===== src/tgts_pkg.sv =====
// Purpose: Shared constants of the general purpose timer set
// Assumes: 16-bit register words, word addressed register port
// Notes:   Offsets and field positions used by the timer set and the bench
package tgts_pkg;

  // ****************************************
  // Register port geometry
  // ****************************************
  localparam int unsigned ADDR_W = 4;
  localparam int unsigned DATA_W = 16;

  // ****************************************
  // Register offsets
  // ****************************************
  localparam logic [3:0] OFS_FIRST_CTRL  = 4'h0;
  localparam logic [3:0] OFS_FIRST_COUNT = 4'h1;
  localparam logic [3:0] OFS_FIRST_PER   = 4'h2;
  localparam logic [3:0] OFS_SECOND_CTRL = 4'h3;
  localparam logic [3:0] OFS_PAIR_CNT_LO = 4'h4;
  localparam logic [3:0] OFS_PAIR_PER_LO = 4'h5;
  localparam logic [3:0] OFS_THIRD_CTRL  = 4'h6;
  localparam logic [3:0] OFS_PAIR_CNT_HI = 4'h7;
  localparam logic [3:0] OFS_PAIR_PER_HI = 4'h8;

  // ****************************************
  // Control field positions
  // ****************************************
  localparam int unsigned RUN_BIT  = 15;
  localparam int unsigned IDLE_BIT = 13;
  localparam int unsigned GATE_BIT = 6;
  localparam int unsigned PS_MSB   = 5;
  localparam int unsigned PS_LSB   = 4;
  localparam int unsigned WIDE_BIT = 3;
  localparam int unsigned SYNC_BIT = 2;
  localparam int unsigned SRC_BIT  = 1;

  // ****************************************
  // Implemented bits and reset values
  // ****************************************
  localparam logic [15:0] FIRST_CTRL_MASK  = 16'hA076;
  localparam logic [15:0] SECOND_CTRL_MASK = 16'hA07A;
  localparam logic [15:0] THIRD_CTRL_MASK  = 16'hA072;
  localparam logic [15:0] CTRL_RST         = 16'h0000;
  localparam logic [15:0] COUNT_RST        = 16'h0000;
  localparam logic [15:0] PERIOD_RST       = 16'hFFFF;

  // ****************************************
  // Prescale terminal phases
  // ****************************************
  localparam logic [7:0] PS_LIM_1   = 8'h00;
  localparam logic [7:0] PS_LIM_8   = 8'h07;
  localparam logic [7:0] PS_LIM_64  = 8'h3F;
  localparam logic [7:0] PS_LIM_256 = 8'hFF;

  function automatic logic [7:0] ps_limit(input logic [1:0] sel);
    unique case (sel)
      2'b00: ps_limit = PS_LIM_1;
      2'b01: ps_limit = PS_LIM_8;
      2'b10: ps_limit = PS_LIM_64;
      default: ps_limit = PS_LIM_256;
    endcase
  endfunction

endpackage


===== src/tgts_prescaler.sv =====
// Purpose: Input clock prescaler of one timer
// Assumes: each clk_sys cycle with tick_in high is one input tick
// Notes:   Phase restarts while clear is high
`timescale 1ns/10ps
module tgts_prescaler #(
  parameter int unsigned CNT_W = 8
) (
  // Clock and reset
  input  wire logic       clk_sys,
  input  wire logic       sys_rst,
  // Control
  input  wire logic       clear,
  input  wire logic [1:0] select,
  // Ticks
  input  wire logic       tick_in,
  output logic            tick_out
);

  logic [CNT_W-1:0] phase;
  logic [CNT_W-1:0] limit;

  // ****************************************
  // Divide by 1, 8, 64 or 256
  // ****************************************
  assign limit    = CNT_W'(tgts_pkg::ps_limit(select));
  assign tick_out = tick_in && (phase == limit);

  always_ff @(posedge clk_sys or posedge sys_rst) begin
    if (sys_rst) begin
      phase <= '0;
    end else if (clear) begin
      phase <= '0;
    end else if (tick_in) begin
      phase <= tick_out ? '0 : CNT_W'(phase + 1'b1);
    end
  end

endmodule


===== src/tgts_pin_sync.sv =====
// Purpose: Two-stage synchroniser and edge finder for one pin
// Assumes: Pin is asynchronous to clk_sys
// Notes:   Edges are seen from the second stage onward
`timescale 1ns/10ps
module tgts_pin_sync (
  // Clock and reset
  input  wire logic clk_sys,
  input  wire logic sys_rst,
  // Pin
  input  wire logic pin,
  // Synchronised view
  output logic      level,
  output logic      rise,
  output logic      fall
);

  logic meta;
  logic prev;

  // ****************************************
  // Synchroniser and edge history
  // ****************************************
  always_ff @(posedge clk_sys or posedge sys_rst) begin
    if (sys_rst) begin
      meta  <= 1'b0;
      level <= 1'b0;
      prev  <= 1'b0;
    end else begin
      meta  <= pin;
      level <= meta;
      prev  <= level;
    end
  end

  assign rise = level && !prev;
  assign fall = !level && prev;

endmodule


===== src/tgts_timer_set.sv =====
// Purpose: First timer plus cascadable second/third timer pair
// Assumes: clk_sys is the instruction clock, 100 MHz
// Notes:   Word-addressed register port, read data one cycle later
//
// Contract
// - First timer run bit 15 starts counting when one, stops when zero.
// - Idle-stop bit one halts the timer in Idle; zero keeps it counting.
// - Gate accumulation works only with internal clock; ignored with external.
// - Prescale codes 00,01,10,11 divide by 1, 8, 64, 256.
// - First timer external clock sync bit chooses synchronised path; ignored internally.
// - Clock-source bit one counts external pin rising edges, zero instruction clock.
// - Unimplemented first control bits 14, 12-7, 3, 0 read zero.
// - Implemented first control bits are read/write and reset to zero.
// - Second and third timers cascade to 32 bits only when pair-wide set.
// - In 32-bit mode second holds low word, third high word.
// - In 32-bit mode third control bits are ignored; second controls all.
// - 32-bit mode uses second clock and gate; interrupt via third flag.
// - 32-bit period is third period high word, second period low word.
// - 32-bit count matching 32-bit period raises an interrupt request.
// - Pair-wide clear: two independent 16-bit timers, no asynchronous counting.
// - Only the combined pair drives the ADC trigger, never the first timer.
// - Second and third timers each offer a time base to capture/compare.
// - Paired timers keep operating in Idle while their idle-stop bit is clear.
// - Combined count is readable as third (high) and second (low) counts.
// - First timer interrupts on period match or gate falling edge.
// - Pair-wide select is bit 3 of second control register.
// - 32-bit timer runs in Idle only if second idle-stop is clear.
//
// The address map and the address-and-strobe port were left to the implementer.
`timescale 1ns/10ps
module tgts_timer_set (
  // Clock and reset
  input  wire logic        clk_sys,
  input  wire logic        sys_rst,
  // Register port
  input  wire logic [3:0]  reg_addr,
  input  wire logic [15:0] reg_wdata,
  input  wire logic        reg_we,
  input  wire logic        reg_re,
  output logic      [15:0] reg_rdata,
  // Device power state
  input  wire logic        idle_mode,
  // External clock and gate pins
  input  wire logic        first_timer_ext_clock_pin,
  input  wire logic        second_ext_clock_pin,
  input  wire logic        third_ext_clock_pin,
  // Event requests
  output logic             first_irq,
  output logic             second_irq,
  output logic             third_irq,
  output logic             adc_trigger,
  // Time bases for capture and compare
  output logic      [15:0] second_time_base,
  output logic      [15:0] third_time_base
);

  // ****************************************
  // Registers
  // ****************************************
  logic [15:0] first_timer_control;
  logic [15:0] second_timer_control;
  logic [15:0] third_timer_control;
  logic [15:0] first_count;
  logic [15:0] first_period;
  logic [15:0] pair_count_low;
  logic [15:0] pair_count_high;
  logic [15:0] pair_period_low;
  logic [15:0] pair_period_high;

  logic [2:0]  pin_level;
  logic [2:0]  pin_rise;
  logic [2:0]  pin_fall;
  logic [2:0]  ps_clear;
  logic [2:0]  ps_in;
  logic [2:0]  ps_tick;
  logic        sync_edge1;
  logic        edge1;
  logic        pair_wide_mode;
  logic [15:0] cfg2;
  logic [15:0] cfg3;
  logic [2:0]  run;
  logic [2:0]  gated;
  logic [2:0]  gate_fall_ev;
  logic        wide_match;
  logic        wr_first_cnt;
  logic        wr_lo_cnt;
  logic        wr_hi_cnt;
  logic [31:0] next_pair;
  logic [15:0] next_rdata;

  // ****************************************
  // Register writes
  // ****************************************
  always_ff @(posedge clk_sys or posedge sys_rst) begin
    if (sys_rst) begin
      first_timer_control  <= tgts_pkg::CTRL_RST;
      second_timer_control <= tgts_pkg::CTRL_RST;
      third_timer_control  <= tgts_pkg::CTRL_RST;
      first_period         <= tgts_pkg::PERIOD_RST;
      pair_period_low      <= tgts_pkg::PERIOD_RST;
      pair_period_high     <= tgts_pkg::PERIOD_RST;
    end else if (reg_we) begin
      unique case (reg_addr)
        tgts_pkg::OFS_FIRST_CTRL:
          first_timer_control <= reg_wdata & tgts_pkg::FIRST_CTRL_MASK;
        tgts_pkg::OFS_SECOND_CTRL:
          second_timer_control <= reg_wdata & tgts_pkg::SECOND_CTRL_MASK;
        tgts_pkg::OFS_THIRD_CTRL:
          third_timer_control <= reg_wdata & tgts_pkg::THIRD_CTRL_MASK;
        tgts_pkg::OFS_FIRST_PER: first_period <= reg_wdata;
        tgts_pkg::OFS_PAIR_PER_LO: pair_period_low <= reg_wdata;
        tgts_pkg::OFS_PAIR_PER_HI: pair_period_high <= reg_wdata;
        default: ;
      endcase
    end
  end

  assign wr_first_cnt = reg_we && (reg_addr == tgts_pkg::OFS_FIRST_COUNT);
  assign wr_lo_cnt    = reg_we && (reg_addr == tgts_pkg::OFS_PAIR_CNT_LO);
  assign wr_hi_cnt    = reg_we && (reg_addr == tgts_pkg::OFS_PAIR_CNT_HI);

  // ****************************************
  // Pin synchronisers
  // ****************************************
  tgts_pin_sync u_sync1 (
    .clk_sys (clk_sys),
    .sys_rst (sys_rst),
    .pin     (first_timer_ext_clock_pin),
    .level   (pin_level[0]),
    .rise    (pin_rise[0]),
    .fall    (pin_fall[0])
  );

  tgts_pin_sync u_sync2 (
    .clk_sys (clk_sys),
    .sys_rst (sys_rst),
    .pin     (second_ext_clock_pin),
    .level   (pin_level[1]),
    .rise    (pin_rise[1]),
    .fall    (pin_fall[1])
  );

  tgts_pin_sync u_sync3 (
    .clk_sys (clk_sys),
    .sys_rst (sys_rst),
    .pin     (third_ext_clock_pin),
    .level   (pin_level[2]),
    .rise    (pin_rise[2]),
    .fall    (pin_fall[2])
  );

  // Extra alignment stage for the synchronised external path
  always_ff @(posedge clk_sys or posedge sys_rst) begin
    if (sys_rst) begin
      sync_edge1 <= 1'b0;
    end else begin
      sync_edge1 <= pin_rise[0];
    end
  end

  assign edge1 = first_timer_control[tgts_pkg::SYNC_BIT] ? sync_edge1 : pin_rise[0];

  // ****************************************
  // Effective configuration
  // ****************************************
  assign pair_wide_mode = second_timer_control[tgts_pkg::WIDE_BIT];
  assign cfg2 = second_timer_control;
  assign cfg3 = pair_wide_mode ? tgts_pkg::CTRL_RST : third_timer_control;

  // Run qualified by idle stop
  assign run[0] = first_timer_control[tgts_pkg::RUN_BIT]
                  && !(idle_mode && first_timer_control[tgts_pkg::IDLE_BIT]);
  assign run[1] = cfg2[tgts_pkg::RUN_BIT]
                  && !(idle_mode && cfg2[tgts_pkg::IDLE_BIT]);
  assign run[2] = cfg3[tgts_pkg::RUN_BIT] && !(idle_mode && cfg3[tgts_pkg::IDLE_BIT]);

  // Gate honoured only with internal clock
  assign gated[0] = first_timer_control[tgts_pkg::GATE_BIT]
                    && !first_timer_control[tgts_pkg::SRC_BIT];
  assign gated[1] = cfg2[tgts_pkg::GATE_BIT] && !cfg2[tgts_pkg::SRC_BIT];
  assign gated[2] = cfg3[tgts_pkg::GATE_BIT] && !cfg3[tgts_pkg::SRC_BIT];

  // ****************************************
  // Prescaler inputs
  // ****************************************
  always_comb begin
    ps_in[0] = first_timer_control[tgts_pkg::SRC_BIT] ? edge1
               : (!gated[0] || pin_level[0]);
    ps_in[1] = cfg2[tgts_pkg::SRC_BIT] ? pin_rise[1]
               : (!gated[1] || pin_level[1]);
    ps_in[2] = cfg3[tgts_pkg::SRC_BIT] ? pin_rise[2] : (!gated[2] || pin_level[2]);
    ps_in    = ps_in & run;
    ps_clear = ~run;
  end

  tgts_prescaler #(.CNT_W(8)) u_ps1 (
    .clk_sys  (clk_sys),
    .sys_rst  (sys_rst),
    .clear    (ps_clear[0]),
    .select   (first_timer_control[tgts_pkg::PS_MSB:tgts_pkg::PS_LSB]),
    .tick_in  (ps_in[0]),
    .tick_out (ps_tick[0])
  );

  tgts_prescaler #(.CNT_W(8)) u_ps2 (
    .clk_sys  (clk_sys),
    .sys_rst  (sys_rst),
    .clear    (ps_clear[1]),
    .select   (cfg2[tgts_pkg::PS_MSB:tgts_pkg::PS_LSB]),
    .tick_in  (ps_in[1]),
    .tick_out (ps_tick[1])
  );

  tgts_prescaler #(.CNT_W(8)) u_ps3 (
    .clk_sys  (clk_sys),
    .sys_rst  (sys_rst),
    .clear    (ps_clear[2]),
    .select   (cfg3[tgts_pkg::PS_MSB:tgts_pkg::PS_LSB]),
    .tick_in  (ps_in[2]),
    .tick_out (ps_tick[2])
  );

  // Gate falling edges while running gated
  assign gate_fall_ev = gated & run & pin_fall;

  // ****************************************
  // First timer counter
  // ****************************************
  always_ff @(posedge clk_sys or posedge sys_rst) begin
    if (sys_rst) begin
      first_count <= tgts_pkg::COUNT_RST;
    end else if (wr_first_cnt) begin
      first_count <= reg_wdata;
    end else if (ps_tick[0]) begin
      first_count <= (first_count == first_period) ? tgts_pkg::COUNT_RST
                     : 16'(first_count + 16'h0001);
    end
  end

  always_ff @(posedge clk_sys or posedge sys_rst) begin
    if (sys_rst) begin
      first_irq <= 1'b0;
    end else begin
      first_irq <= (ps_tick[0] && (first_count == first_period)) || gate_fall_ev[0];
    end
  end

  // ****************************************
  // Pair counters
  // ****************************************
  assign wide_match = {pair_count_high, pair_count_low}
                      == {pair_period_high, pair_period_low};
  assign next_pair  = wide_match ? 32'h0000_0000
                      : 32'({pair_count_high, pair_count_low} + 32'h0000_0001);

  always_ff @(posedge clk_sys or posedge sys_rst) begin
    if (sys_rst) begin
      pair_count_low <= tgts_pkg::COUNT_RST;
    end else if (wr_lo_cnt) begin
      pair_count_low <= reg_wdata;
    end else if (ps_tick[1] && pair_wide_mode) begin
      pair_count_low <= next_pair[15:0];
    end else if (ps_tick[1]) begin
      pair_count_low <= (pair_count_low == pair_period_low) ? tgts_pkg::COUNT_RST
                        : 16'(pair_count_low + 16'h0001);
    end
  end

  always_ff @(posedge clk_sys or posedge sys_rst) begin
    if (sys_rst) begin
      pair_count_high <= tgts_pkg::COUNT_RST;
    end else if (wr_hi_cnt) begin
      pair_count_high <= reg_wdata;
    end else if (ps_tick[1] && pair_wide_mode) begin
      pair_count_high <= next_pair[31:16];
    end else if (ps_tick[2] && !pair_wide_mode) begin
      pair_count_high <= (pair_count_high == pair_period_high) ? tgts_pkg::COUNT_RST
                         : 16'(pair_count_high + 16'h0001);
    end
  end

  // ****************************************
  // Pair events and time bases
  // ****************************************
  always_ff @(posedge clk_sys or posedge sys_rst) begin
    if (sys_rst) begin
      second_irq  <= 1'b0;
      third_irq   <= 1'b0;
      adc_trigger <= 1'b0;
    end else if (pair_wide_mode) begin
      second_irq  <= 1'b0;
      third_irq   <= (ps_tick[1] && wide_match) || gate_fall_ev[1];
      adc_trigger <= ps_tick[1] && wide_match;
    end else begin
      second_irq  <= (ps_tick[1] && (pair_count_low == pair_period_low)) || gate_fall_ev[1];
      third_irq   <= (ps_tick[2] && (pair_count_high == pair_period_high)) || gate_fall_ev[2];
      adc_trigger <= 1'b0;
    end
  end

  assign second_time_base = pair_count_low;
  assign third_time_base  = pair_count_high;

  // ****************************************
  // Register reads
  // ****************************************
  always_comb begin
    next_rdata = 16'h0000;
    unique case (reg_addr)
      tgts_pkg::OFS_FIRST_CTRL:  next_rdata = first_timer_control;
      tgts_pkg::OFS_FIRST_COUNT: next_rdata = first_count;
      tgts_pkg::OFS_FIRST_PER:   next_rdata = first_period;
      tgts_pkg::OFS_SECOND_CTRL: next_rdata = second_timer_control;
      tgts_pkg::OFS_PAIR_CNT_LO: next_rdata = pair_count_low;
      tgts_pkg::OFS_PAIR_PER_LO: next_rdata = pair_period_low;
      tgts_pkg::OFS_THIRD_CTRL:  next_rdata = third_timer_control;
      tgts_pkg::OFS_PAIR_CNT_HI: next_rdata = pair_count_high;
      tgts_pkg::OFS_PAIR_PER_HI: next_rdata = pair_period_high;
      default:                   next_rdata = 16'h0000;
    endcase
  end

  always_ff @(posedge clk_sys or posedge sys_rst) begin
    if (sys_rst) begin
      reg_rdata <= 16'h0000;
    end else begin
      reg_rdata <= reg_re ? next_rdata : 16'h0000;
    end
  end
endmodule


===== config.mk =====
export PLATFORM = sky130hd
export DESIGN_NAME = tgts_timer_set
export DESIGN_NICKNAME = d
export VERILOG_FILES = /design/src/tgts_pkg.sv /design/src/tgts_prescaler.sv /design/src/tgts_pin_sync.sv /design/src/tgts_timer_set.sv
export SDC_FILE = /design/constraint.sdc
export NUM_CORES = 1
export LEC_CHECK = 0
export BUFFER_PORTS_ARGS = -buffer_cell sky130_fd_sc_hd__buf_2
export CAP_MARGIN = 0
export CORE_MARGIN = 3
export CORE_UTILIZATION = 40
export CTS_CLUSTER_SIZE = 8
export DETAILED_ROUTE_END_ITERATION = 6
export PLACE_DENSITY = 0.68
export REMOVE_ABC_BUFFERS = 1
export SKIP_CTS_REPAIR_TIMING = 1
export SYNTH_ARGS = -nofsm -noshare
export SYNTH_HDL_FRONTEND = slang
export SYNTH_HIERARCHICAL = 1
export SYNTH_SLANG_ARGS = --single-unit

===== constraint.sdc =====
create_clock -name clk_sys -period 9.5 [get_ports clk_sys]
set_input_delay 0.475 -clock clk_sys [delete_from_list [all_inputs] [get_ports clk_sys]]
set_output_delay 0.475 -clock clk_sys [all_outputs]
set_load 0.1 [all_outputs]

==> metrics.yaml <==
place_congestion: 0.907
cts.sinks: 170
numPortBuffers: 79
fill_cells: 2243
place_inst: 1360
setup_viol: 0
cts_tree: "done"
utilization_pct: 46.6
fin_cells: 1392
clock_tree.root_cell: "clkbuf_16"
ys_types: 67
grt_pass1_vias: 8076
nets: 1094
wl_per_cell_um: 21.9
power_density_nw_per_um2: 267
synth_edf_count: 0
cp.buffers_inverters: 2
synthArstFlopShare_pct: 100
slew_viol_final: 0
cap_violations: 0
rows: 56
post-route-min-period_ns: 3.56
clock_path_buffers: 2
slowest_delay_ns: 0.59
viasPerCell: 6.11
final_area_um2: 11000
die_y_um: 162
cp_slowest_cell: "and2_0"
pre_cts_ws_ns: 5.79
criticalPathCategory: "reg -> reg"
synthCells: 1008
drtIter0Drc: 1006
place_area_um2: 10400
setup_tns_ns: 0
hpwl_um: 21600
multi_input_area_um2: 5090
cts_buffers: 17
leakagePower_nw: 4.41
io_pins: 80
worst_ep_required_time_ns: 9.85
arrival_ns: 3.91
core-area_um2: 23700
finalHoldViolCount: 0
critPathTopFamily: "simple AND/OR/NAND/NOR gates"
status: "complete, but fails checks"
drive_gt1_share_pct: 24.9
die_area_um2: 26200
slew_headroom_pct: 19.4
synth_seq_area_share_pct: 44.4
syn2layout_area_growth_pct: 13.5
drt-total-wl_um: 30500
syn_area_um2: 9710
start_util_pct: 41.0
htreeDepth: 4
avgSynthCellArea_um2: 9.63
critPathMaxFanout: 17
antenna_left: 0
insertion_delay_ns: 0.44
setup_slack_ns: 5.94
critPathLaunchType: "flop"
ir_drop_v: 0.000208
gr-total-overflow: 0
cp_cell_sequence: "nand2_1, nand2_1, nor2_1, inv_1, nor3_2, buf_4, and2_0, a21o_1, nor2_1, or4_1, a221o_1, a41oi_2"
via_count: 8502
grt_usage_pct: 23.2
clock_skew_ns: 0.0115
whs_ns: 0.0135
clkSlewWorstSetupHoldPaths_ns: 0.07
register_area_um2: 4310
worst_slew_pin_slew_ns: 1.20
antenna_found_initial: 0
ys_ff_latch: 170
drc: 8
failed_checks: "design-rule violations"
grt_max_degree: 77
drt_first_pass_iters: 7
die_w_um: 162
antennaDiodeCount: 0
fmax_ghz: 0.281
critPathCaptureType: "flop"
yosys_warnings: 6
period_share_pct: 37.5
fin_total_pwr_mw: 2.94
grt_pass1_wl_um: 47400
hold_path_class: "in -> async"
rsz0062_at_grt: "false"
synth_ff_type: "dfrtp_1"
-- synth_stat cells (all sizes together) (12+ instances only) --
master	instances	share of area (%)
and3	15	1.0
nor4	15	1.2
nand2	95	3.7
o21ai	35	1.8
clkbuf	46	1.8
a22oi	40	3.1
nor3	29	1.5
xnor2	54	4.9
nor2	80	3.1
a21oi	50	2.6
dfrtp	122	31
a31oi	25	1.6
nand3	32	1.7
nand4	32	2.2
buf	12	0.52
inv	30	1.2
xor2	20	1.8
dfstp	48	13
mux2	72	8.3
-- registers in the layout, indices dropped and copies added (netlist names), 6 cells and up --
name	flops
first_count	16
first_timer_control	7
reg_rdata	16
third_time_base	16
first_period	16
u_ps3/phase	8
second_time_base	16
cfg2	7
pair_period_high	16
u_ps1/phase	8
pair_period_low	16
third_timer_control	6
u_ps2/phase	8
-- report_power, final --
group	switching [mW]	total [mW]	internal, mW
Combinational	0.715	1.03	0.312
Sequential	0.268	1.17	0.902
Clock	0.317	0.744	0.427
-- cell usage in the layout (no fill, tap or decap), drive strengths merged, types with 5 or more instances in the layout --
cell type	synthesis	routed
dfrtp	122	122
nand2	95	95
buf	12	91
nor2	80	80
mux2	72	72
xnor2	54	54
a21oi	50	50
dfstp	48	48
a22oi	40	40
inv	30	36
o21ai	35	35
nand3	32	32
nand4	32	32
nor3	29	29
a31oi	25	25
xor2	20	20
clkbuf	46	18
and3	15	15
nor4	15	15
o22ai	11	11
a211oi	11	11
or3	10	10
nand3b	9	9
mux2i	9	9
and4	9	9
o31ai	9	9
nor2b	7	7
o2111ai	7	7
a221oi	6	6
ha	6	6
and2	6	6
or4	5	5
-- kinds of logic after synthesis --
kind of cell	share of synthesized area, %
compound gates	16.2
fa+ha+maj	0.773
xor+xnor	6.67
mux	9.51
buf+inv	3.49
simple gates	19.0
flops	44.4
-- routing by layer --
metal | global-route usage, % | part of all wire (%) | vias to the layer above
met5 | 0 | 0 | -
li1 | - | - | 3822
met4 | 7.33 | 2.5 | 0
met2 | 36.9 | 47 | 429
met1 | 31.8 | 42 | 4200
met3 | 5.10 | 8.7 | 51
-- path summary, 6_finish.rpt --
check | startpoint | endpoint | slack, ns | depth (start not counted)
setup / recovery | cfg2[13] | third_time_base[5] | 5.94 | 12
max in group asynchronous | sys_rst | second_time_base[11] | 7.89 | 3
hold reg to reg | u_sync1/meta | u_sync1/level | 0.35 | 0
min in group clk_sys | first_timer_ext_clock_pin | u_sync1/meta | 0.14 | 1
hold / removal | sys_rst | u_sync2/meta | 0.01 | 2
setup reg to reg | cfg2[13] | third_time_base[5] | 5.94 | 12
-- area by class of cell --
class | instances | area share, %
Multi-Input combinational cell | 749 | 46.1
Clock buffer | 18 | 3.98
Tap cell | 319 | 3.62
Sequential cell | 170 | 39.1
Inverter | 31 | 1.10
Timing Repair Buffer | 91 | 4.40
Clock inverter | 14 | 1.65
Note: power is estimated with default switching activity, not from simulation.
